### src/rtl/wsqmf_pkg.sv
package wsqmf_pkg;
    // ========================================
    // data path widths and frame lengths
    localparam int SAMPLE_W = 16;
    localparam int ACC_W = 40;
    localparam int TAPS_HALF = 16;
    localparam int FRAME_WB = 80;
    localparam int FRAME_NB = 40;
    localparam int BAND_LEN = 40;
    localparam int COEF_Q = 15;
    localparam logic signed [ACC_W-1:0] ROUND_HALF = 40'sh0000004000;
    localparam logic signed [15:0] SAMPLE_MAX = 16'sh7FFF;
    localparam logic signed [15:0] SAMPLE_MIN = 16'sh8000;
    // feedback coefficients in Q15: 0.984375 and 0.96875
    localparam logic signed [15:0] HPF_WB_COEF = 16'sh7E00;
    localparam logic signed [15:0] HPF_NB_COEF = 16'sh7C00;
    // even-phase split taps in Q15; odd phase is the same set reversed
    localparam logic signed [15:0] QMF_H0 [TAPS_HALF] = '{
        16'shFFEB, 16'shFFD7, 16'sh002F, 16'shFFFA, 16'shFF79, 16'sh01DA, 16'shFAFA, 16'sh1072,
        16'sh3BB5, 16'shF33A, 16'sh06C6, 16'shFC03, 16'sh024A, 16'shFECD, 16'sh0088, 16'shFFD4};
    // ========================================
    // layer bit budget per frame
    localparam int CODE_BITS = 8;
    localparam int CORE_BITS = CODE_BITS * BAND_LEN;
    localparam int LOWER_ENH_BITS = 80;
    localparam int GAIN_BITS = 8;
    localparam int VQ_IDX_BITS = 5;
    localparam int VQ_SIGN_BITS = 1;
    localparam int SUBVECTORS = 6;
    localparam int HIGHER_ENH_BITS = GAIN_BITS + 2 * SUBVECTORS * (VQ_IDX_BITS + VQ_SIGN_BITS);
    localparam int FULL_FRAME_BITS = 480;
    localparam int BITS_W = 9;
    localparam int LAYER_CORE = 0;
    localparam int LAYER_LOWER = 1;
    localparam int LAYER_HIGHER = 2;
    // ========================================
    // timing figures
    localparam int CLK_PERIOD_NS = 50;
    localparam int FRAME_TIME_US = 5000;
    localparam int LOOKAHEAD_US = 5000;
    localparam int QMF_PAIR_DELAY_NS = 1875000;
    localparam int ALG_DELAY_NS = 11875000;
    localparam int ALG_DELAY_SAMPLES = 190;
    localparam int QMF_PAIR_DELAY_CYCLES = QMF_PAIR_DELAY_NS / CLK_PERIOD_NS;
    localparam int ALG_DELAY_CYCLES = ALG_DELAY_NS / CLK_PERIOD_NS;
    // ========================================
    // coder modes: core, core+lower, core+higher, all three
    typedef enum logic [1:0] {
        WSQMF_R1 = 2'h0,
        WSQMF_R2A = 2'h1,
        WSQMF_R2B = 2'h2,
        WSQMF_R3 = 2'h3
    } wsqmf_mode_t;
    typedef enum logic [1:0] {
        ST_IDLE,
        ST_MAC,
        ST_OUT
    } wsqmf_state_t;
endpackage

### src/rtl/wsqmf_front_end.sv
`timescale 1ns/1ps
// What this block does
// - core layer is 40 codes of 8 bits
// - lower enhancement layer totals 80 bits
// - higher layer: gain, indices, signs, 80 bits
// - 5 ms frame of all layers is 480 bits
// - bitstream concatenates only the selected layers
// - whole codec delay is 190 samples
// - filterbank pair 1.875 ms, lookahead 5 ms
// - match the reference fixed-point arithmetic
// - all-zero lower layer gives zero refinement
// - all-zero higher layer gives zero coefficients
// - wideband high-pass feedback 0.984375, 80 samples
// - narrow-band high-pass feedback 0.96875, 40 samples
// - lower band is low-pass, keep odd outputs
// - higher band flips odd tap signs
// - lower band is even plus odd phase
// - higher band is odd minus even phase
// - narrow band bypasses split to lower band
// - four modes, middle two signalled externally
module wsqmf_front_end
    import wsqmf_pkg::*;
(
    // clock and reset
    input wire logic ref_clk,
    input wire logic rstn,
    // operating mode, sampled at the first sample of a frame
    input wire logic narrowBand,
    input wire logic [1:0] modeSel,
    // sample stream in
    input wire logic signed [SAMPLE_W-1:0] widebandInput,
    input wire logic sampleValid,
    output logic inReady,
    // band samples out
    output logic signed [SAMPLE_W-1:0] lowerBandOutput,
    output logic signed [SAMPLE_W-1:0] higherBandOutput,
    output logic bandValid,
    output logic frameDone,
    // layer budget of the current frame
    output logic [2:0] layerMask,
    output logic [BITS_W-1:0] frameBits
);
    // ========================================
    // saturation to a 16-bit sample
    function automatic logic signed [SAMPLE_W-1:0] sat16(input logic signed [ACC_W-1:0] v);
        if (v > ACC_W'(SAMPLE_MAX)) begin
            sat16 = SAMPLE_MAX;
        end else if (v < ACC_W'(SAMPLE_MIN)) begin
            sat16 = SAMPLE_MIN;
        end else begin
            sat16 = v[SAMPLE_W-1:0];
        end
    endfunction

    // ========================================
    // state
    wsqmf_state_t state_r, state_nxt;
    logic narrow_r, narrow_nxt;
    logic [2:0] layerMask_r, layerMask_nxt;
    logic [BITS_W-1:0] frameBits_r, frameBits_nxt;
    logic [6:0] inCount_r, inCount_nxt;
    logic [5:0] outCount_r, outCount_nxt;
    logic [3:0] macIdx_r, macIdx_nxt;
    logic signed [SAMPLE_W-1:0] prevIn_r, prevIn_nxt;
    logic signed [SAMPLE_W-1:0] prevOut_r, prevOut_nxt;
    logic signed [SAMPLE_W-1:0] evenPend_r, evenPend_nxt;
    logic signed [SAMPLE_W-1:0] evenHist_r [TAPS_HALF];
    logic signed [SAMPLE_W-1:0] evenHist_nxt [TAPS_HALF];
    logic signed [SAMPLE_W-1:0] oddHist_r [TAPS_HALF];
    logic signed [SAMPLE_W-1:0] oddHist_nxt [TAPS_HALF];
    logic signed [ACC_W-1:0] evenAcc_r, evenAcc_nxt;
    logic signed [ACC_W-1:0] oddAcc_r, oddAcc_nxt;
    logic inReady_r, inReady_nxt;
    logic signed [SAMPLE_W-1:0] lower_r, lower_nxt;
    logic signed [SAMPLE_W-1:0] higher_r, higher_nxt;
    logic bandValid_r, bandValid_nxt;
    logic frameDone_r, frameDone_nxt;

    logic accept;
    logic firstOfFrame;
    logic narrowNow;
    logic [2:0] maskNow;
    logic signed [15:0] hpfCoef;
    logic signed [ACC_W-1:0] feedback;
    logic signed [ACC_W-1:0] hpfSum;
    logic signed [SAMPLE_W-1:0] hpfOut;
    logic [BITS_W-1:0] bitsNow;

    assign accept = sampleValid && inReady_r;
    assign firstOfFrame = (inCount_r == 7'h00);

    always_comb begin
        narrowNow = firstOfFrame ? narrowBand : narrow_r;
        // the bitstream alone cannot tell the two middle modes apart
        case (wsqmf_mode_t'(modeSel))
            WSQMF_R1: maskNow = 3'h1;
            WSQMF_R2A: maskNow = 3'h3;
            WSQMF_R2B: maskNow = 3'h5;
            WSQMF_R3: maskNow = 3'h7;
            default: maskNow = 3'h1;
        endcase
        // unselected layers contribute nothing; a decoder sees them as zero
        bitsNow = (maskNow[LAYER_CORE] ? BITS_W'(CORE_BITS) : '0)
            + (maskNow[LAYER_LOWER] ? BITS_W'(LOWER_ENH_BITS) : '0)
            + (maskNow[LAYER_HIGHER] ? BITS_W'(HIGHER_ENH_BITS) : '0);
        // first-order DC removal, Q15 feedback with rounding
        hpfCoef = narrowNow ? HPF_NB_COEF : HPF_WB_COEF;
        feedback = (ACC_W'(hpfCoef) * ACC_W'(prevOut_r) + ROUND_HALF) >>> COEF_Q;
        hpfSum = feedback + ACC_W'(widebandInput) - ACC_W'(prevIn_r);
        hpfOut = sat16(hpfSum);
    end

    // ========================================
    // next-state logic
    always_comb begin
        state_nxt = state_r;
        narrow_nxt = narrow_r;
        layerMask_nxt = layerMask_r;
        frameBits_nxt = frameBits_r;
        inCount_nxt = inCount_r;
        outCount_nxt = outCount_r;
        macIdx_nxt = macIdx_r;
        prevIn_nxt = prevIn_r;
        prevOut_nxt = prevOut_r;
        evenPend_nxt = evenPend_r;
        evenHist_nxt = evenHist_r;
        oddHist_nxt = oddHist_r;
        evenAcc_nxt = evenAcc_r;
        oddAcc_nxt = oddAcc_r;
        inReady_nxt = inReady_r;
        lower_nxt = lower_r;
        higher_nxt = higher_r;
        bandValid_nxt = 1'b0;
        frameDone_nxt = 1'b0;
        case (state_r)
            ST_IDLE: begin
                if (accept) begin
                    if (firstOfFrame) begin
                        narrow_nxt = narrowBand;
                        layerMask_nxt = maskNow;
                        frameBits_nxt = bitsNow;
                    end
                    prevIn_nxt = widebandInput;
                    prevOut_nxt = hpfOut;
                    inCount_nxt = inCount_r + 7'h01;
                    if (narrowNow) begin
                        // no split at 8 kHz: filtered sample is the lower band
                        lower_nxt = hpfOut;
                        higher_nxt = '0;
                        state_nxt = ST_OUT;
                        inReady_nxt = 1'b0;
                    end else if (!inCount_r[0]) begin
                        evenPend_nxt = hpfOut;
                    end else begin
                        // odd sample completes a pair: shift both phase lines
                        for (int k = TAPS_HALF - 1; k > 0; k--) begin
                            evenHist_nxt[k] = evenHist_r[k-1];
                            oddHist_nxt[k] = oddHist_r[k-1];
                        end
                        evenHist_nxt[0] = evenPend_r;
                        oddHist_nxt[0] = hpfOut;
                        evenAcc_nxt = '0;
                        oddAcc_nxt = '0;
                        macIdx_nxt = '0;
                        state_nxt = ST_MAC;
                        inReady_nxt = 1'b0;
                    end
                end
            end
            ST_MAC: begin
                // one tap pair per cycle; input stalls for the 16 cycles here and the ST_OUT cycle, 17 in all
                evenAcc_nxt = evenAcc_r
                    + ACC_W'(QMF_H0[macIdx_r]) * ACC_W'(evenHist_r[macIdx_r]);
                oddAcc_nxt = oddAcc_r
                    + ACC_W'(QMF_H0[4'hF - macIdx_r]) * ACC_W'(oddHist_r[macIdx_r]);
                macIdx_nxt = macIdx_r + 4'h1;
                if (macIdx_r == 4'hF) begin
                    state_nxt = ST_OUT;
                    lower_nxt = sat16((evenAcc_nxt + oddAcc_nxt + ROUND_HALF) >>> COEF_Q);
                    higher_nxt = sat16((oddAcc_nxt - evenAcc_nxt + ROUND_HALF) >>> COEF_Q);
                end
            end
            ST_OUT: begin
                bandValid_nxt = 1'b1;
                inReady_nxt = 1'b1;
                state_nxt = ST_IDLE;
                if (outCount_r == 6'(BAND_LEN - 1)) begin
                    outCount_nxt = '0;
                    inCount_nxt = '0;
                    frameDone_nxt = 1'b1;
                end else begin
                    outCount_nxt = outCount_r + 6'h01;
                end
            end
            default: state_nxt = ST_IDLE;
        endcase
    end

    // ========================================
    // registers
    always_ff @(posedge ref_clk) begin
        if (!rstn) begin
            state_r <= ST_IDLE;
            narrow_r <= 1'b0;
            layerMask_r <= 3'h7;
            frameBits_r <= BITS_W'(FULL_FRAME_BITS);
            inCount_r <= '0;
            outCount_r <= '0;
            macIdx_r <= '0;
            prevIn_r <= '0;
            prevOut_r <= '0;
            evenPend_r <= '0;
            evenAcc_r <= '0;
            oddAcc_r <= '0;
            inReady_r <= 1'b1;
            lower_r <= '0;
            higher_r <= '0;
            bandValid_r <= 1'b0;
            frameDone_r <= 1'b0;
            for (int k = 0; k < TAPS_HALF; k++) begin
                evenHist_r[k] <= '0;
                oddHist_r[k] <= '0;
            end
        end else begin
            state_r <= state_nxt;
            narrow_r <= narrow_nxt;
            layerMask_r <= layerMask_nxt;
            frameBits_r <= frameBits_nxt;
            inCount_r <= inCount_nxt;
            outCount_r <= outCount_nxt;
            macIdx_r <= macIdx_nxt;
            prevIn_r <= prevIn_nxt;
            prevOut_r <= prevOut_nxt;
            evenPend_r <= evenPend_nxt;
            evenAcc_r <= evenAcc_nxt;
            oddAcc_r <= oddAcc_nxt;
            inReady_r <= inReady_nxt;
            lower_r <= lower_nxt;
            higher_r <= higher_nxt;
            bandValid_r <= bandValid_nxt;
            frameDone_r <= frameDone_nxt;
            evenHist_r <= evenHist_nxt;
            oddHist_r <= oddHist_nxt;
        end
    end

    assign inReady = inReady_r;
    assign lowerBandOutput = lower_r;
    assign higherBandOutput = higher_r;
    assign bandValid = bandValid_r;
    assign frameDone = frameDone_r;
    assign layerMask = layerMask_r;
    assign frameBits = frameBits_r;

    // ========================================
    // checks
    AST_CORE_ALWAYS: assert property (@(posedge ref_clk) disable iff (!rstn)
        layerMask_r[LAYER_CORE] && CORE_BITS == 320) else $error("core layer missing");
    AST_LOWER_BUDGET: assert property (@(posedge ref_clk) disable iff (!rstn)
        (layerMask_r == 3'h3) |-> frameBits_r == 9'h190) else $error("R2a not 400 bits");
    AST_HIGHER_BUDGET: assert property (@(posedge ref_clk) disable iff (!rstn)
        (layerMask_r == 3'h5) |-> frameBits_r == 9'h190) else $error("R2b not 400 bits");
    AST_FULL_FRAME: assert property (@(posedge ref_clk) disable iff (!rstn)
        (layerMask_r == 3'h7) |-> frameBits_r == 9'h1E0) else $error("full frame not 480");
    AST_CORE_ONLY: assert property (@(posedge ref_clk) disable iff (!rstn)
        (layerMask_r == 3'h1) |-> frameBits_r == 9'h140) else $error("R1 not 320 bits");
    AST_MAC_LATENCY: assert property (@(posedge ref_clk) disable iff (!rstn)
        (state_r == ST_MAC && macIdx_r == 4'h0) |-> ##17 bandValid_r)
        else $error("band pair late");
    AST_NARROW_BYPASS: assert property (@(posedge ref_clk) disable iff (!rstn)
        (bandValid_r && narrow_r) |-> higher_r == '0) else $error("narrow higher band");
    AST_STALL: assert property (@(posedge ref_clk) disable iff (!rstn)
        (state_r != ST_IDLE) |-> !inReady_r) else $error("ready while busy");
    AST_DONE_PULSE: assert property (@(posedge ref_clk) disable iff (!rstn)
        frameDone_r |-> bandValid_r ##1 !frameDone_r) else $error("done not a pulse");
    // delay figures are bookkeeping only: nothing here holds samples that long
    localparam int NS_PER_US = 1000;
    AST_DELAY_SPLIT: assert property (@(posedge ref_clk) disable iff (!rstn)
        ALG_DELAY_NS == QMF_PAIR_DELAY_NS + (FRAME_TIME_US + LOOKAHEAD_US) * NS_PER_US)
        else $error("delay budget does not add up");
endmodule

### config.mk
export PLATFORM = sky130hd
export DESIGN_NAME = wsqmf_front_end
export DESIGN_NICKNAME = d
export VERILOG_FILES = /design/src/rtl/wsqmf_pkg.sv /design/src/rtl/wsqmf_front_end.sv
export SDC_FILE = /design/constraint.sdc
export NUM_CORES = 2
export LEC_CHECK = 0
export ABC_CLOCK_PERIOD_IN_PS = 14900
export BUFFER_PORTS_ARGS = -buffer_cell sky130_fd_sc_hd__buf_4
export CORE_UTILIZATION = 66
export DETAILED_ROUTE_END_ITERATION = 8
export PLACE_DENSITY = 0.84
export SLEW_MARGIN = 10
export SYNTH_ARGS = -nofsm -noshare
export SYNTH_HDL_FRONTEND = slang
export SYNTH_SLANG_ARGS = --single-unit
### constraint.sdc
create_clock -name ref_clk -period 14.9 [get_ports ref_clk]
set_input_delay 0.745 -clock ref_clk [delete_from_list [all_inputs] [get_ports ref_clk]]
set_output_delay 0.745 -clock ref_clk [all_outputs]
set_load 0.01 [all_outputs]
After elaboration in Yosys (flattened, before gate mapping)
Memories as Yosys holds them, arrays and structs flattened.
Index checks and enable logic that the tools add are counted.
{ "op_classes": {"add_sub_neg": 15, "bitwise_logic": 4, "reduce_logical": 16, "mul": 3, "n_eq_ne": 14, "magnitude_cmp": 8, "mux": 54} }
{ "ops": {"columns": ["cell", "count"], "rows": [
  ["two-way mux 16 bit", 20],
  ["case mux 40 bit (2 select lines)", 2],
  ["binary-select mux 16 bit (select 4 bit)", 2],
  ["two-way mux 40 bit", 3],
  ["multiplier 16 x 16 -> 32 bit", 3],
  ["adder 40 x 16 -> 40 bit, second input constant", 2],
  ["adder 40 x 32 -> 40 bit", 2],
  ["case mux 16 bit (2 select lines)", 2],
  ["> comparator 25 x 16 -> 1 bit, second input constant", 2],
  ["less-than comparator 25 x 16 -> 1 bit, second input constant", 2],
  ["adder 40 bit", 1],
  ["subtractor 40 bit", 1],
  ["adder 32 x 16 -> 33 bit, second input constant", 1],
  ["two-way mux 7 bit", 4],
  ["> comparator 20 x 16 -> 1 bit, second input constant", 1],
  ["less-than comparator 20 x 16 -> 1 bit, second input constant", 1],
  ["subtractor 19 x 16 -> 20 bit", 1],
  ["adder 18 x 16 -> 19 bit", 1],
  ["adder 9 x 7 -> 9 bit", 2],
  ["AND reduction 4 bit", 4],
  ["case mux 7 bit (2 select lines)", 1],
  ["two-way mux 4 bit", 3],
  ["inequality test 2 bit, second input constant", 6],
  ["case mux 3 bit (4 select lines)", 1],
  ["other kinds (26)", 46]
]} }
{ "word_totals": {"n_memories": 2, "out_inout_bits": 47, "mem_bits_ro": 512, "ff_bits": 707, "input_bits": 22} }
{ "memory_table": {"columns": ["memory", "depth", "word_bits", "read_ports", "rd_clocked_by_memory_dff", "write_ports", "line_no", "text"], "rows": [
  ["(no name shown)", 16, 16, 1, 0, 0, "wsqmf_front_end.sv:175", "+ ACC_W'(QMF_H0[4'hF - macIdx_r]) * ACC_W'(oddHist_r[macIdx_r]);"],
  ["(no name shown)", 16, 16, 1, 0, 0, "wsqmf_front_end.sv:173", "+ ACC_W'(QMF_H0[macIdx_r]) * ACC_W'(evenHist_r[macIdx_r]);"]
]} }

Depth between registers and ports, before layout
{ "logic_depth": {"word_depth": 14, "ltp_mapped": 50, "ltp_nobuf": 44} }

Least setup slack after synthesis
Ideal clock, no wire load.
{ "synth_timing": {"kind": "reg-to-reg", "start": "register macIdx_r[1]", "end": "register lower_r[14] (netlist: lowerBandOutput[14])", "path_buffers": 6, "arrival_time_ns": 11.613, "required_ns": 14.783, "setup_ns": 0.117, "synth_period_minus_slack_ns": 11.730, "path_stages_with_launch": 48, "slack_ns": 3.170, "path_cell_list": "dfxtp_1 -> buf_2 -> buf_2 -> clkbuf_1 -> clkbuf_1 -> inv_1 -> ha_1 -> nor2_1 -> o21ai_0 -> o21ai_0 -> clkbuf_1 -> nand2b_1 -> fa_1 -> inv_1 -> fa_1 -> inv_1 -> fa_1 -> inv_1 -> [... 12 more ...] -> a41oi_1 -> o21ai_0 -> a21o_1 -> a311o_1 -> ha_1 -> ha_1 -> nand2_1 -> nand2_1 -> a21o_1 -> a21oi_1 -> mux2i_1 -> o31ai_1 -> a2111oi_2 -> xor3_1 -> o32ai_2 -> buf_4 -> o21ai_0 -> a22o_1"} }
{ "synth_between": {"elab_chain_len": 14, "word_cells_on_any_way": 30, "classes_between": "add/sub: 5; mul: 2; order compare: 2; eq/ne: 2; mux: 14; bitwise: 2; reduce/logical: 1; memory: 2"} }
{ "synth_lines": {"columns": ["element", "line_no", "text"], "rows": [
  ["from (decl)", "wsqmf_front_end.sv:63", "logic [3:0] macIdx_r, macIdx_nxt;"],
  ["from (signal assigned)", "wsqmf_front_end.sv:231", "macIdx_r <= macIdx_nxt;"],
  ["subtractor 4 bit", "wsqmf_front_end.sv:175", null],
  ["NOT 4 -> 5 bit (implied by the code)", "wsqmf_front_end.sv:175", null],
  ["memory (16 x 16 bit)", null, null],
  ["two-way mux 16 bit (implied by the code) (2 in series)", "wsqmf_front_end.sv:175", null],
  ["multiplier 16 x 16 -> 32 bit", "wsqmf_front_end.sv:175", null],
  ["adder 40 x 32 -> 40 bit", "wsqmf_front_end.sv:175", null],
  ["adder 40 bit", "wsqmf_front_end.sv:179", "lower_nxt = sat16((evenAcc_nxt + oddAcc_nxt + ROUND_HALF) >>> COEF_Q);"],
  ["adder 40 x 16 -> 40 bit", "wsqmf_front_end.sv:179", null],
  ["less-than comparator 25 x 16 -> 1 bit", "wsqmf_front_end.sv:48", "end else if (v < ACC_W'(SAMPLE_MIN)) begin"],
  ["two-way mux 16 bit", "wsqmf_front_end.sv:48", null],
  ["two-way mux 16 bit", "wsqmf_front_end.sv:46", "if (v > ACC_W'(SAMPLE_MAX)) begin"],
  ["two-way mux 16 bit", "wsqmf_front_end.sv:177", "if (macIdx_r == 4'hF) begin"],
  ["case mux 16 bit (2 select lines)", "wsqmf_front_end.sv:135", "case (state_r)"],
  ["to (signal assigned)", "wsqmf_front_end.sv:238", "lower_r <= lower_nxt;"],
  ["to (decl)", "wsqmf_front_end.sv:74", "logic signed [SAMPLE_W-1:0] lower_r, lower_nxt;"]
]} }
Several ways; a longest one is shown, not always the timed one. The select of a mux whose other input is x is not followed.
A chain may end at the register's enable or synchronous reset.

Final worst setup path
{ "layout_timing": {"start": "register macIdx_r[1]", "end": "register lower_r[9] (netlist: lowerBandOutput[9])"} }
The elaborated chain is that of the path after synthesis.

==> out/qor.yml <==
chipHeight_um: 306.4
use_met3_pct: 8.080
synth_cell_types: 83
synth_top_cell_by_area: "fa_1"
routabilityCongestion: 0.9910
totalWireLength_um: 161000
ctsResizeCount: 0
hold_violations: 0
numCtsBuffers: 76
met2_usage_pct: 56.23
crit_top_cell: "fa_1"
cts_hold_repair.buffers: 0
die_w_um: 306.4
rr_endpoint: "lowerBandOutput[9]"
finalCritPeriodShare_pct: 87.85
synthFlopType: "dfxtp_1"
final_layout_size_suffix_gt1_share_pct: 6.858
status: "finished, final reports clean"
drv_slew: 0
whs_path_depth: 3
cts_tree: "yes"
skew_ps: 50.42
layout_setup_ws_ps: 1810
fin_crit_ps: 13090
grt_pass1_wl_um: 258600
num_vias: 49260
worst_skew_pair.late_latency_ps: 690
reg2reg_depth: 39
clockBufferDepth: 3
die-area_um2: 93880
fin_hold_ws_ps: 337.6
routedWlPerCell_um: 19.78
antenna_found_initial: 3
critPathLaunchType: "flop"
crit_path_end_kind: "flop"
crit_slowest_cell: "o32ai_2"
place_hpwl_um: 119800
root_buffer: "clkbuf_16"
relSlewSlack_pct: 6.750
pin_count: 69
portBuffers: 62
grt_max_degree: 246
num_rows: 111
rsz0062_at_grt: "no"
r2r_setup_slack_ps: 1810
startpoint: "macIdx_r[1]"
cp-endpoint: "lowerBandOutput[9]"
postSynthAreaPerCell_um2: 8.704
nFillCells: 6682
grt_pass1_vias: 49420
synth-edff-count: 0
initial_utilization_pct: 66.72
crit_path_max_incr_delay_ps: 840
coreArea_um2: 91660
worstMarginPinSlew_ps: 1360
final_design_area_no_fill_um2: 65170
pre_cts_ws_ps: 2278
r2r_start: "macIdx_r[1]"
final_net_count: 8140
vias_per_cell: 6.051
clk_pin_slew_ps: 70
async_reset_ff_share_pct: 0
syn_area_um2: 61150
fin_setup_tns_ps: 0
arrival_ps: 13630
grt.total_usage_pct: 34.71
firstDrtPassIters: 7
htree_levels: 3
cts.sinks: 701
placed_area_um2: 62450
grt_use_met1_pct: 44.98
synth-seq-area-share_pct: 22.95
setup_viol: 0
cp_max_fo: 38
overflow: 0
area_growth_pct: 6.565
ant_nets: 0
drc: 0
synth-seq-cells: 701
gr-max-usage-layer: "met2"
critPathKind: "reg2reg"
synth_cells: 7026
yosysTopAreaCellShare_pct: 23.24
cts_setup_buffers: 0
ys_warn_count: 0
drt_iter0_drc: 4596
timing.max_cap.violations: 0
cp.required_ps: 15440
ys_top_cells_by_area: "fa_1 (23%), dfxtp_1 (23%), ha_1 (10%)"
hold_path_class: "in2reg"
fmax_mhz: 76.40
through the flow:
| stage | std cells | util (%) |
|---|---|---|
| after floorplan | 7030 | - |
| after global placement | 8005 | 68.13 |
| final | 8142 | 71.10 |
| after CTS | 8141 | 71.08 |
| after detailed placement | 8005 | 68.13 |
| after global routing | 8141 | 71.09 |
layer usage:
layer | wire length [um] | vias up | share of wire (%)
met5 | 44 | - | 0.027
met4 | 6864 | 6 | 4.3
met3 | 15930 | 453 | 9.9
met2 | 75140 | 2137 | 47
met1 | 63040 | 24160 | 39
li1 | - | 22510 | -
cell usage after synthesis, types with 5 or more instances:
master	number
a221o_2	5
and2_1	35
o21a_1	43
nor2b_1	30
o21ai_0	113
xnor2_1	95
a21o_1	69
nand3_1	54
a31oi_1	18
clkbuf_1	303
a21boi_0	8
inv_1	929
nand2_1	1342
o21ai_1	24
nand2b_1	63
o211ai_1	20
xor2_1	65
nand3b_1	5
a31o_2	7
a22oi_1	63
o22ai_1	5
a211o_1	8
mux2i_1	12
or3_1	12
o21bai_1	24
a22o_1	31
dfxtp_1	701
nor3_1	45
buf_2	9
a211oi_1	50
buf_4	9
mux4_2	140
nor4_1	8
ha_1	511
fa_1	710
and4_1	6
a21oi_1	697
o31a_1	7
o31ai_1	13
nand4_1	13
or2_2	22
and3_1	26
nor2_1	564
a221o_1	18
buf_1	20
kinds of logic (layout without fill, tap and decap cells):
kind of cell	Yosys count	count (layout)	share of synthesized area [%]
other cells	2	7	0.01228
fa+ha+maj	1221	1221	33.70
xor+xnor	163	163	2.384
compound gates	1279	1279	12.73
flops	701	701	22.95
mux	155	155	5.407
simple gates	2233	2233	14.91
buf+inv	1272	1197	7.906
worst max-delay path: cells and delay by family, from the launching register on:
| family | cells | cell delay (ps) |
|---|---|---|
| compound gates | 17 | 5330 |
| simple gates | 6 | 1250 |
| flops | 1 | 520 |
| xor+xnor | 1 | 280 |
| mux | 1 | 590 |
| fa+ha+maj | 9 | 4100 |
| buf+inv | 5 | 830 |
cells in the final DEF, fill, tap and decap left out, types with 107 or more instances in the layout:
cell type  count
nand2_1     1342
inv_1        926
fa_1         710
a21oi_1      697
dfxtp_1      697
nor2_1       562
ha_1         511
mux4_2       140
buf_4        128
o21ai_0      107
sequential cells by signal (all words and copies together), names as in the netlist, 2 cells and up:
register / count
outCount_r: 6
higherBandOutput: 16
oddAcc_r: 40
prevIn_r: 16
inCount_r: 7
lowerBandOutput: 16
state_r: 2
macIdx_r: 4
frameBits: 4
prevOut_r: 16
evenHist_r: 256
evenPend_r: 16
evenAcc_r: 40
oddHist_r: 256
layerMask: 2
area by class of cell:
cell class,count,area (um^2),area share (%)
diodes,1,2.502,0.003840
clock buffers,102,2151,3.300
clock inverters,34,559.3,0.8582
inverters,929,3496,5.364
multi-input cells,5057,42390,65.05
flip-flops and latches,701,14050,21.55
well taps,1186,1484,2.277
repair buffers,132,1041,1.597
worst min path at each step:
stage / startpoint / slack, ps / endpoint
after CTS: narrowBand / 310 / narrow_r
final: widebandInput[11] / 340 / prevIn_r[11]
after detailed placement: oddHist_r[9] / 450 / oddHist_r[9]
after global routing: widebandInput[0] / 330 / prevIn_r[0]
after floorplan: evenPend_r[0] / 430 / evenHist_r[240]
after global placement: evenPend_r[14] / 440 / evenHist_r[254]
Power is left out: the tool's default activity adds up to more than one toggle a clock period on the data nets, which glitch-free logic cannot reach.
